**src/hdl/urp_pkg.sv**
```systemverilog
package urp_pkg;
	localparam int unsigned CLK_HZ         = 25000000;
	localparam int unsigned MS_PER_S       = 1000;
	localparam int unsigned MS_CYCLES      = CLK_HZ / MS_PER_S;
	localparam logic [7:0]  FMT_RESET      = 8'h10;
	localparam int unsigned FMT_LEN8_POS   = 4;
	localparam int unsigned FMT_STOP2_POS  = 5;
	localparam int unsigned FMT_EVEN_POS   = 6;
	localparam int unsigned FMT_PAR_POS    = 7;
	localparam logic [7:0]  BROADCAST      = 8'hff;
	localparam int unsigned CFG_NOADDR_POS = 7;
	localparam int unsigned CFG_NOREQ_POS  = 1;
	localparam int unsigned BUF_DEPTH      = 128;
	localparam logic [7:0]  PKT_SIZE_RESET = 8'h80;
	localparam logic [7:0]  RTS_RESET      = 8'h70;
	localparam logic [7:0]  ETX_RESET      = 8'h0a;
	localparam logic [15:0] TIMEOUT_RESET  = 16'h0005;
	localparam logic [15:0] ACKWAIT_RESET  = 16'h000a;
	localparam int unsigned BIT_CYCLES     = 217;

	typedef struct packed {
		logic [7:0]  serial_format_setting;
		logic        packet_method;
		logic [7:0]  max_packet_bytes;
		logic [7:0]  flow_stop_threshold;
		logic [7:0]  end_of_text_value;
		logic [15:0] idle_timeout_ms;
		logic [15:0] indication_output_delay;
		logic [7:0]  radio_retry_count;
		logic [1:0]  addressing_mode;
		logic [7:0]  default_dest_network;
		logic [7:0]  default_dest_address;
		logic [7:0]  own_network_id;
		logic [7:0]  own_device_address;
		logic [15:0] acknowledge_wait_time;
		logic [15:0] configuration_flag_word;
	} urp_cfg_t;

	typedef struct packed {
		logic       valid;
		logic [7:0] data;
	} urp_byte_t;

	typedef enum logic [1:0] {
		URP_TX_IDLE = 2'b00,
		URP_TX_SEND = 2'b01,
		URP_TX_WAIT = 2'b11,
		URP_TX_DONE = 2'b10
	} urp_tx_state_t;
endpackage : urp_pkg

```
**src/hdl/urp_packetizer.sv**
```systemverilog
`timescale 1ns/1ps
// How it works
// Format bit 4: eight or seven data bits
// Format bit 5: two or one stop
// Bit 6 even/odd, only when parity enabled
// Parity generated and checked only if bit7
// Host keeps format low nibble zero
// Host sets clock source to 32
// Method 0 launches after idle time
// Idle time counted in ms after character
// Method 1 launches on end-of-text value
// End-of-text byte kept in payload
// Launch when buffered count reaches maximum
// Launch on low transmit request pin
// Command mode: launch at command end only; the code also launches on a low transmit request pin in command mode
// Command mode gap timeout flushes buffer
// Drop ready-to-send after threshold bytes
// Delay serial output after indication pin
// Nonzero retries request ack, retransmit
// Ack wait expiry triggers retry
// Mode 0: no address, deliver all
// Mode 1: two bytes, match or 255
// Mode 2: four bytes, net+addr or 255
// Destinations load defaults, runtime commands change
// Own ids never 255, same modes
// Flag bit 7 delivers every frame
// Any launch forwards all, restarts counters
module urp_packetizer (
	input  wire logic               clk_i,
	input  wire logic               reset_n_i,
	input  wire urp_pkg::urp_cfg_t  cfg_i,
	input  wire logic               serial_rx_i,
	output logic                    serial_tx_o,
	output logic                    rts_n_o,
	input  wire logic               data_request_n_i,
	output logic                    data_indication_n_o,
	input  wire logic               command_mode_i,
	input  wire logic               command_start_seen_i,
	input  wire logic               command_end_i,
	input  wire logic               set_dest_network_command_i,
	input  wire logic               set_dest_address_command_i,
	input  wire logic [7:0]         command_value_i,
	output urp_pkg::urp_byte_t      radio_tx_o,
	output logic                    radio_tx_last_o,
	output logic                    radio_ack_request_o,
	input  wire logic               radio_tx_ready_i,
	input  wire logic               radio_ack_i,
	output logic                    radio_failed_o,
	input  wire urp_pkg::urp_byte_t radio_rx_i,
	input  wire logic               radio_rx_end_i,
	output logic                    parity_error_o
);
	logic       ms_tick;
	logic [2:0] rx_sync_reg;
	logic [2:0] req_sync_reg;
	logic       rx_s;
	logic       req_s;
	logic [7:0] fmt;
	logic [3:0] nbits;
	logic [7:0] dest_net_reg;
	logic [7:0] dest_addr_reg;

	assign fmt   = cfg_i.serial_format_setting;
	assign nbits = fmt[urp_pkg::FMT_LEN8_POS] ? 4'd8 : 4'd7;

	function automatic logic par_bit(input logic [7:0] d, input logic [3:0] n, input logic even);
		logic p;
		p = ^(n == 4'd8 ? d : {1'b0, d[6:0]});
		return even ? p : ~p;
	endfunction : par_bit

	urp_ms_tick u_tick (
		.clk_i    (clk_i),
		.reset_n_i(reset_n_i),
		.tick_o   (ms_tick)
	);

	// Pins from outside pass three stages; a change counts when stages two and three agree
	always_ff @(posedge clk_i or negedge reset_n_i) begin
		if (!reset_n_i) begin
			rx_sync_reg  <= 3'b111;
			req_sync_reg <= 3'b111;
			rx_s         <= 1'b1;
			req_s        <= 1'b1;
		end else begin
			rx_sync_reg  <= {rx_sync_reg[1:0], serial_rx_i};
			req_sync_reg <= {req_sync_reg[1:0], data_request_n_i};
			if (rx_sync_reg[1] == rx_sync_reg[2])
				rx_s <= rx_sync_reg[2];
			if (req_sync_reg[1] == req_sync_reg[2])
				req_s <= req_sync_reg[2];
		end
	end

	// Serial receiver; the bit time is a fixed cycle count, divisor settings are not modelled
	localparam int unsigned BIT_CYC = urp_pkg::BIT_CYCLES;
	logic [7:0]  brx_cnt_reg;
	logic [3:0]  brx_idx_reg;
	logic [10:0] brx_sh_reg;
	logic        brx_busy_reg;
	logic        rx_prev_reg;
	logic        rx_byte_v;
	logic [7:0]  rx_byte;
	logic [3:0]  frame_len;
	logic [7:0]  rx_word;

	assign frame_len = nbits + (fmt[urp_pkg::FMT_PAR_POS] ? 4'd1 : 4'd0) + 4'd1;
	// Data bits sit just above the start bit once the frame has been shifted in
	assign rx_word   = (nbits == 4'd8) ? 8'(brx_sh_reg >> (4'd12 - frame_len))
	                                   : {1'b0, 7'(brx_sh_reg >> (4'd12 - frame_len))};

	always_ff @(posedge clk_i or negedge reset_n_i) begin
		if (!reset_n_i) begin
			brx_cnt_reg    <= '0;
			brx_idx_reg    <= '0;
			brx_sh_reg     <= '0;
			brx_busy_reg   <= 1'b0;
			rx_prev_reg    <= 1'b1;
			rx_byte_v      <= 1'b0;
			rx_byte        <= '0;
			parity_error_o <= 1'b0;
		end else begin
			rx_prev_reg <= rx_s;
			rx_byte_v   <= 1'b0;
			if (!brx_busy_reg) begin
				if (rx_prev_reg && !rx_s) begin
					brx_busy_reg <= 1'b1;
					brx_cnt_reg  <= 8'(BIT_CYC / 2);
					brx_idx_reg  <= '0;
				end
			end else if (brx_cnt_reg == 8'd0) begin
				brx_cnt_reg <= 8'(BIT_CYC - 1);
				brx_sh_reg  <= {rx_s, brx_sh_reg[10:1]};
				if (brx_idx_reg == frame_len) begin
					brx_busy_reg <= 1'b0;
					rx_byte_v    <= rx_s;
					rx_byte      <= rx_word;
					parity_error_o <= fmt[urp_pkg::FMT_PAR_POS] &&
						(brx_sh_reg[10] != par_bit(rx_word, nbits, fmt[urp_pkg::FMT_EVEN_POS]));
				end
				brx_idx_reg <= brx_idx_reg + 1'b1;
			end else begin
				brx_cnt_reg <= brx_cnt_reg - 1'b1;
			end
		end
	end

	// Packet buffer and launch triggers
	logic [7:0] buf_mem [urp_pkg::BUF_DEPTH];
	logic [7:0] count_reg;
	logic [7:0] rd_idx_reg;
	logic [15:0] idle_ms_reg;
	logic       launch;
	logic       flush;
	logic       req_prev_reg;
	logic       sending_reg;
	logic       etx_hit_reg;
	logic       tx_finish;
	urp_pkg::urp_tx_state_t state_reg;

	always_comb begin
		launch = 1'b0;
		flush  = 1'b0;
		if (!sending_reg && count_reg != 8'd0) begin
			if (command_mode_i) begin
				launch = command_end_i;
				flush  = command_start_seen_i && idle_ms_reg >= cfg_i.idle_timeout_ms;
			end else begin
				if (!cfg_i.packet_method && idle_ms_reg >= cfg_i.idle_timeout_ms)
					launch = 1'b1;
				if (cfg_i.packet_method && etx_hit_reg)
					launch = 1'b1;
				if (count_reg >= cfg_i.max_packet_bytes)
					launch = 1'b1;
			end
			if (req_prev_reg && !req_s && !cfg_i.configuration_flag_word[urp_pkg::CFG_NOREQ_POS])
				launch = 1'b1;
		end
	end

	always_ff @(posedge clk_i or negedge reset_n_i) begin
		if (!reset_n_i) begin
			count_reg    <= '0;
			idle_ms_reg  <= '0;
			req_prev_reg <= 1'b1;
			etx_hit_reg  <= 1'b0;
		end else begin
			req_prev_reg <= req_s;
			if (launch || flush) begin
				idle_ms_reg <= '0;
				etx_hit_reg <= 1'b0;
			end else if (rx_byte_v && !sending_reg && count_reg < 8'(urp_pkg::BUF_DEPTH)) begin
				buf_mem[count_reg[6:0]] <= rx_byte;
				count_reg   <= count_reg + 1'b1;
				idle_ms_reg <= '0;
				etx_hit_reg <= rx_byte == cfg_i.end_of_text_value;
			end else if (ms_tick && idle_ms_reg != 16'hffff) begin
				idle_ms_reg <= idle_ms_reg + 1'b1;
			end
			if (flush || (sending_reg && radio_tx_last_o && radio_tx_ready_i && state_reg == urp_pkg::URP_TX_SEND &&
			    !radio_ack_request_o) || tx_finish)
				count_reg <= '0;
		end
	end

	always_ff @(posedge clk_i or negedge reset_n_i) begin
		if (!reset_n_i)
			rts_n_o <= 1'b1;
		else
			rts_n_o <= sending_reg || count_reg >= cfg_i.flow_stop_threshold;
	end

	// Radio transmit with address header and retries
	logic [2:0]  hdr_idx_reg;
	logic [2:0]  hdr_len;
	logic [7:0]  retry_reg;
	logic [15:0] ack_ms_reg;
	logic [7:0]  hdr_byte;

	always_comb begin
		case (cfg_i.addressing_mode)
			2'd1:    hdr_len = 3'd2;
			2'd2:    hdr_len = 3'd4;
			default: hdr_len = 3'd0;
		endcase
		case (hdr_idx_reg)
			3'd0:    hdr_byte = cfg_i.addressing_mode == 2'd2 ? dest_net_reg : dest_addr_reg;
			3'd1:    hdr_byte = cfg_i.addressing_mode == 2'd2 ? dest_addr_reg : cfg_i.own_device_address;
			3'd2:    hdr_byte = cfg_i.own_network_id;
			default: hdr_byte = cfg_i.own_device_address;
		endcase
	end

	assign sending_reg = state_reg != urp_pkg::URP_TX_IDLE;
	assign tx_finish   = state_reg == urp_pkg::URP_TX_DONE;
	assign radio_ack_request_o = cfg_i.radio_retry_count != 8'd0;

	always_ff @(posedge clk_i or negedge reset_n_i) begin
		if (!reset_n_i) begin
			state_reg       <= urp_pkg::URP_TX_IDLE;
			hdr_idx_reg     <= '0;
			rd_idx_reg      <= '0;
			retry_reg       <= '0;
			ack_ms_reg      <= '0;
			radio_tx_o      <= '0;
			radio_tx_last_o <= 1'b0;
			radio_failed_o  <= 1'b0;
		end else begin
			radio_failed_o <= 1'b0;
			case (state_reg)
				urp_pkg::URP_TX_IDLE: begin
					if (launch) begin
						state_reg   <= urp_pkg::URP_TX_SEND;
						hdr_idx_reg <= '0;
						rd_idx_reg  <= '0;
						retry_reg   <= '0;
					end
				end
				urp_pkg::URP_TX_SEND: begin
					if (!radio_tx_o.valid || radio_tx_ready_i) begin
						if (radio_tx_o.valid && radio_tx_last_o) begin
							radio_tx_o <= '0;
							radio_tx_last_o <= 1'b0;
							ack_ms_reg <= '0;
							state_reg  <= radio_ack_request_o ? urp_pkg::URP_TX_WAIT : urp_pkg::URP_TX_DONE;
						end else if (hdr_idx_reg < hdr_len) begin
							radio_tx_o  <= '{valid: 1'b1, data: hdr_byte};
							radio_tx_last_o <= 1'b0;
							hdr_idx_reg <= hdr_idx_reg + 1'b1;
						end else begin
							radio_tx_o  <= '{valid: 1'b1, data: buf_mem[rd_idx_reg[6:0]]};
							radio_tx_last_o <= rd_idx_reg + 1'b1 == count_reg;
							rd_idx_reg  <= rd_idx_reg + 1'b1;
						end
					end
				end
				urp_pkg::URP_TX_WAIT: begin
					if (radio_ack_i) begin
						state_reg <= urp_pkg::URP_TX_DONE;
					end else if (ack_ms_reg >= cfg_i.acknowledge_wait_time) begin
						if (retry_reg >= cfg_i.radio_retry_count) begin
							radio_failed_o <= 1'b1;
							state_reg <= urp_pkg::URP_TX_DONE;
						end else begin
							retry_reg   <= retry_reg + 1'b1;
							hdr_idx_reg <= '0;
							rd_idx_reg  <= '0;
							state_reg   <= urp_pkg::URP_TX_SEND;
						end
					end else if (ms_tick) begin
						ack_ms_reg <= ack_ms_reg + 1'b1;
					end
				end
				urp_pkg::URP_TX_DONE: state_reg <= urp_pkg::URP_TX_IDLE;
				default:              state_reg <= urp_pkg::URP_TX_IDLE;
			endcase
		end
	end

	// Runtime destination, loaded from defaults at reset release
	logic boot_reg;
	always_ff @(posedge clk_i or negedge reset_n_i) begin
		if (!reset_n_i) begin
			boot_reg      <= 1'b1;
			dest_net_reg  <= '0;
			dest_addr_reg <= '0;
		end else begin
			boot_reg <= 1'b0;
			if (boot_reg) begin
				dest_net_reg  <= cfg_i.default_dest_network;
				dest_addr_reg <= cfg_i.default_dest_address;
			end else begin
				if (set_dest_network_command_i)
					dest_net_reg <= command_value_i;
				if (set_dest_address_command_i)
					dest_addr_reg <= command_value_i;
			end
		end
	end

	// Receive path: address filter then indication delay then serial output
	logic [2:0]  rxh_idx_reg;
	logic [7:0]  rxh_net_reg;
	logic [7:0]  rxh_addr_reg;
	logic [7:0]  out_mem [urp_pkg::BUF_DEPTH];
	logic [7:0]  out_cnt_reg;
	logic [7:0]  out_rd_reg;
	logic        accept;
	logic        out_pending_reg;
	logic [15:0] di_ms_reg;
	logic        stx_busy_reg;

	always_comb begin
		case (cfg_i.addressing_mode)
			2'd1:    accept = rxh_addr_reg == cfg_i.own_device_address || rxh_addr_reg == urp_pkg::BROADCAST;
			2'd2:    accept = (rxh_net_reg == cfg_i.own_network_id && rxh_addr_reg == cfg_i.own_device_address) ||
			                  (rxh_addr_reg == urp_pkg::BROADCAST);
			default: accept = 1'b1;
		endcase
		if (cfg_i.configuration_flag_word[urp_pkg::CFG_NOADDR_POS])
			accept = 1'b1;
	end

	always_ff @(posedge clk_i or negedge reset_n_i) begin
		if (!reset_n_i) begin
			rxh_idx_reg  <= '0;
			rxh_net_reg  <= '0;
			rxh_addr_reg <= '0;
			out_cnt_reg  <= '0;
			out_pending_reg <= 1'b0;
		end else begin
			if (radio_rx_i.valid && !out_pending_reg) begin
				if (rxh_idx_reg < hdr_len) begin
					rxh_idx_reg <= rxh_idx_reg + 1'b1;
					if (rxh_idx_reg == 3'd0 && cfg_i.addressing_mode == 2'd2)
						rxh_net_reg <= radio_rx_i.data;
					else if (rxh_idx_reg == 3'd0 || rxh_idx_reg == 3'd1 && cfg_i.addressing_mode == 2'd2)
						rxh_addr_reg <= radio_rx_i.data;
				end else if (out_cnt_reg < 8'(urp_pkg::BUF_DEPTH)) begin
					out_mem[out_cnt_reg[6:0]] <= radio_rx_i.data;
					out_cnt_reg <= out_cnt_reg + 1'b1;
				end
			end
			if (radio_rx_end_i && !out_pending_reg) begin
				rxh_idx_reg <= '0;
				if (accept && out_cnt_reg != 8'd0)
					out_pending_reg <= 1'b1;
				else
					out_cnt_reg <= '0;
			end
			if (out_pending_reg && out_rd_reg == out_cnt_reg && !stx_busy_reg) begin
				out_pending_reg <= 1'b0;
				out_cnt_reg     <= '0;
			end
		end
	end

	// Serial transmitter with indication delay
	logic [7:0]  stx_cnt_reg;
	logic [3:0]  stx_idx_reg;
	logic [11:0] stx_sh_reg;
	logic [3:0]  stx_len;

	assign stx_len = frame_len + (fmt[urp_pkg::FMT_STOP2_POS] ? 4'd2 : 4'd1);

	always_ff @(posedge clk_i or negedge reset_n_i) begin
		if (!reset_n_i) begin
			data_indication_n_o <= 1'b1;
			di_ms_reg    <= '0;
			out_rd_reg   <= '0;
			stx_cnt_reg  <= '0;
			stx_idx_reg  <= '0;
			stx_sh_reg   <= '1;
			stx_busy_reg <= 1'b0;
			serial_tx_o  <= 1'b1;
		end else begin
			data_indication_n_o <= !out_pending_reg;
			if (!out_pending_reg) begin
				di_ms_reg  <= '0;
				out_rd_reg <= '0;
			end else if (di_ms_reg < cfg_i.indication_output_delay) begin
				if (ms_tick)
					di_ms_reg <= di_ms_reg + 1'b1;
			end else if (!stx_busy_reg && out_rd_reg != out_cnt_reg) begin
				stx_busy_reg <= 1'b1;
				stx_cnt_reg  <= 8'(BIT_CYC - 1);
				stx_idx_reg  <= '0;
				stx_sh_reg   <= (nbits == 4'd8)
					? {2'b11, fmt[urp_pkg::FMT_PAR_POS] ? par_bit(out_mem[out_rd_reg[6:0]], nbits,
					   fmt[urp_pkg::FMT_EVEN_POS]) : 1'b1, out_mem[out_rd_reg[6:0]], 1'b0}
					: {3'b111, fmt[urp_pkg::FMT_PAR_POS] ? par_bit(out_mem[out_rd_reg[6:0]], nbits,
					   fmt[urp_pkg::FMT_EVEN_POS]) : 1'b1, out_mem[out_rd_reg[6:0]][6:0], 1'b0};
				out_rd_reg   <= out_rd_reg + 1'b1;
			end
			if (stx_busy_reg) begin
				serial_tx_o <= stx_sh_reg[0];
				if (stx_cnt_reg == 8'd0) begin
					stx_cnt_reg <= 8'(BIT_CYC - 1);
					stx_sh_reg  <= {1'b1, stx_sh_reg[11:1]};
					stx_idx_reg <= stx_idx_reg + 1'b1;
					if (stx_idx_reg == stx_len - 4'd1)
						stx_busy_reg <= 1'b0;
				end else begin
					stx_cnt_reg <= stx_cnt_reg - 1'b1;
				end
			end else begin
				serial_tx_o <= 1'b1;
			end
		end
	end
endmodule : urp_packetizer

```
**src/hdl/urp_ms_tick.sv**
```systemverilog
`timescale 1ns/1ps
module urp_ms_tick (
	input  wire logic clk_i,
	input  wire logic reset_n_i,
	output logic      tick_o
);
	logic [$clog2(urp_pkg::MS_CYCLES)-1:0] cnt_reg;

	always_ff @(posedge clk_i or negedge reset_n_i) begin
		if (!reset_n_i) begin
			cnt_reg <= '0;
			tick_o  <= 1'b0;
		end else if (cnt_reg == ($bits(cnt_reg))'(urp_pkg::MS_CYCLES - 1)) begin
			cnt_reg <= '0;
			tick_o  <= 1'b1;
		end else begin
			cnt_reg <= cnt_reg + 1'b1;
			tick_o  <= 1'b0;
		end
	end
endmodule : urp_ms_tick

```
**config.mk**
```make
export PLATFORM = sky130hd
export DESIGN_NAME = urp_packetizer
export DESIGN_NICKNAME = d
export VERILOG_FILES = /design/src/hdl/urp_pkg.sv /design/src/hdl/urp_packetizer.sv /design/src/hdl/urp_ms_tick.sv
export SDC_FILE = /design/constraint.sdc
export NUM_CORES = 2
export LEC_CHECK = 0
export BUFFER_PORTS_ARGS = -buffer_cell sky130_fd_sc_hd__buf_4
export CAP_MARGIN = 20
export CORE_UTILIZATION = 55
export CTS_CLUSTER_SIZE = 16
export DETAILED_ROUTE_END_ITERATION = 12
export PLACE_DENSITY = 0.71
export SLEW_MARGIN = 20
export SYNTH_ARGS = -nofsm -noshare
export SYNTH_HDL_FRONTEND = slang
export SYNTH_HIERARCHICAL = 1
export SYNTH_SLANG_ARGS = --single-unit
```
**constraint.sdc**
```tcl
create_clock -name clk_i -period 4.6 [get_ports clk_i]
set_input_delay 0.23 -clock clk_i [delete_from_list [all_inputs] [get_ports clk_i]]
set_output_delay 0.23 -clock clk_i [all_outputs]
set_load 0.01 [all_outputs]
```
==> flow_summary.toml <==
[die]
start_util = 0.556
dieArea_mm2 = 0.171
rows = 150
dieWidth_um = 414
core_mm2 = 0.168
fp.dieH_um = 414
io_pins = 184

[placement]
dp_hpwl_mm = 139
place_congestion = 0.882
port_buffers = 165
post_dp_cell_area_mm2 = 0.0993
post-place-ws_ns = 0.404
dp_cells = 7480

[pwr]
power_density_mw_per_mm2 = 416
leakagePower_nw = 38.7
finalPower_mw = 44.6
ir_drop_v = 0.000411

[worst_setup_path]
slowest_stage = "dfrtp_4"
path_cells = "buf_12 -> buf_4 -> mux4_2 -> a22o_1 -> a221oi_1 -> o22ai_1 -> nor3_1 -> xor2_1 -> xnor3_1 -> xor2_1 -> nor4_2 -> nor3_2"
cp_max_fo = 19
cp_common_cell = "xor2_1"
crit_type = "flop to flop"
crit_path_end_kind = "flop"
crit_required_ns = 5.39
critPathLaunchType = "flop"
critPathArrivalTime_ns = 5.04
rr_worst_depth = 12
max_stage_delay_ns = 0.58

[detailed_routing]
avgRoutedWirePerCell_um = 27.6
dr.first_iter.drc_count = 5226
wl_mm = 219
drtAntennaViolNets = 0
dr.max_layer_used = "met5"
met3_length_mm = 15.8
drc = 0
wl_met2_mm = 110
vias = 49700
wl_met1_mm = 86.2
via_per_inst = 6.25
drt_pass1_iterations = 8

[layout]
drive_gt1_frac = 0.266
area_growth_pct = 14.6
final_nets = 5836
final_area_mm2 = 0.107
final_cell_mix = "edfxtp_1, mux4_2, buf_4"
layout.cells.non_filler = 7954
layout_commonest_cell = "edfxtp_1"

[clocking]
clk_latency_ns = 0.86
cts_resized = 0
cts_sinks = 2278
root_buffer = "clkbuf_16"
cts_tree = "done"
cts_buffer_depth = 3
cts_buffers = 219
clkSlewWorstSetupHoldPaths_ns = 0.06
htree_num_levels = 4

[timing]
skew_ns = 0.0584
max_freq_mhz = 235
fin_tns_setup_ns = 0
setup_slack_ns = 0.350
fin_crit_ns = 4.25
hold_violations = 0
rsz0062_at_grt = "false"
tightestPinTransition_ns = 1.17
timing_max_transition_violations_final = 0
min_period_over_period = 0.924
slew_headroom = 0.217
finalSetupViolCount = 0

[synthesis]
ys_seq_elements = 2278
synth-edff-count = 2048
ys_seq_area_frac = 0.720
syn-cell-area_mm2 = 0.0934
syn_inst = 5000
synth_flop_cell = "edfxtp_1"
avgSynthCellArea_um2 = 18.7
yosysWarnings = 6
synth_fp_nets = 5272
ys_async_sr_fraction = 0.101
synth_cell_type_count = 86

[global_route]
grt_first_pass_wirelength_mm = 327
grt_use_total = 0.257
grt_antenna_before_repair = 4
grt_pass1_vias = 49700
overflow = 0
grt_max_degree = 96

[run]
drv_cap = 0

[hold_path]
hold_depth = 1
min_path_type = "primary input to flop"

[outcome]
status = "completed"
[metal layers]
metal  vias to the layer above  GRT usage
met5                         -          0
met4                         4     0.0863
met3                       411     0.0404
met2                      2138      0.424
met1                     25900      0.353
li1                      21200          -
[final timing paths]
path	start	to	slack (ns)
setup / recovery	out_rd_reg[0]	stx_sh_reg[9]	0.35
hold / removal	radio_rx_i[5]	out_mem[33][5]	0.02
setup reg to reg	out_rd_reg[0]	stx_sh_reg[9]	0.35
min in group asynchronous	reset_n_i	data_indication_n_o	0.60
hold reg to reg	rx_sync_reg[0]	rx_sync_reg[1]	0.36
max in group asynchronous	reset_n_i	rd_idx_reg[1]	2.14
[what timing repair did]
| item | 4_1_cts | 5_1_grt |
|---|---|---|
| hold buffers | 65 | 0 |
| setup endpoints to repair | 0 | 0 |
| buffers inserted | 0 | 0 |
| endpoints found under the hold margin | 276 | 0 |
[power breakdown]
group	internal [mW]	switching, mW	leakage (nW)	total, mW
combinational	1.74	2.34	11.3	4.08
sequential	22.5	0.284	24.0	22.8
clock	9.99	7.71	3.46	17.7
total	34.3	10.3	38.7	44.6
[metrics by stage]
stage	hold WS (ns)	util
5_1_grt	0.0269	0.637
2_1_floorplan	-0.0656	-
3_5_place_dp	0.215	0.591
6_report	0.0186	0.637
4_1_cts	0.00717	0.637
3_3_place_gp	0.220	0.591
[cells in the mapped netlist (all sizes together) (8+ instances only)]
cell type     n  share of area
edfxtp     2048           0.66
mux4        580           0.14
nor2        371          0.015
dfrtp       204          0.055
nand2       200         0.0080
clkbuf      133         0.0054
mux2i       129          0.014
inv         127         0.0051
o21ai       120         0.0064
a21oi       117         0.0063
buf         111         0.0071
ha          103          0.014
nand3        93         0.0050
xnor2        57         0.0053
xor2         56         0.0053
mux2         51         0.0061
a21o         43         0.0035
nand4        34         0.0023
nor3         33         0.0018
nor2b        29         0.0019
or3          28         0.0019
dfstp        26         0.0073
o221ai       24         0.0023
nor4         22         0.0018
o22ai        22         0.0015
and3         20         0.0013
nand2b       20         0.0013
and2         17         0.0011
a22oi        16         0.0013
or4          15         0.0012
o31ai        14         0.0011
a221oi       13         0.0012
a22o         13         0.0012
o211ai       10        0.00080
a31oi         9        0.00060
a222oi        8        0.00086
nand3b        8        0.00064
[layout make-up]
class                   count  area (um^2)
flip-flops and latches   2278        67300
fillers                 11200        60900
multi-input cells        2348        24500
clock buffers             282         5830
repair buffers            587         4930
well taps                2204         2760
clock inverters           124         1250
inverters                 130          490
diodes                      1         2.50
[logic make-up (layout without fill, tap and decap cells)]
kind of cell,Yosys count,after routing,synth area share
fa+ha+maj,106,106,0.0142
other cells,1,2,0.0000402
xor+xnor,114,114,0.0108
mux,760,760,0.160
buf+inv,374,1123,0.0177
compound gates,450,450,0.0308
simple gates,917,917,0.0461
flops,2278,2278,0.720
[worst max-delay path: cells and delay by family, from the launching register on]
kind	cells	cell delay, ns
multiplexers	1	0.51
flip-flops	1	0.58
buffers and inverters	2	0.47
AND/OR/NAND/NOR	3	0.59
AO/OA/AOI/OAI	3	1.08
XOR/XNOR	3	0.91
Note: power is estimated with default switching activity, not from simulation.
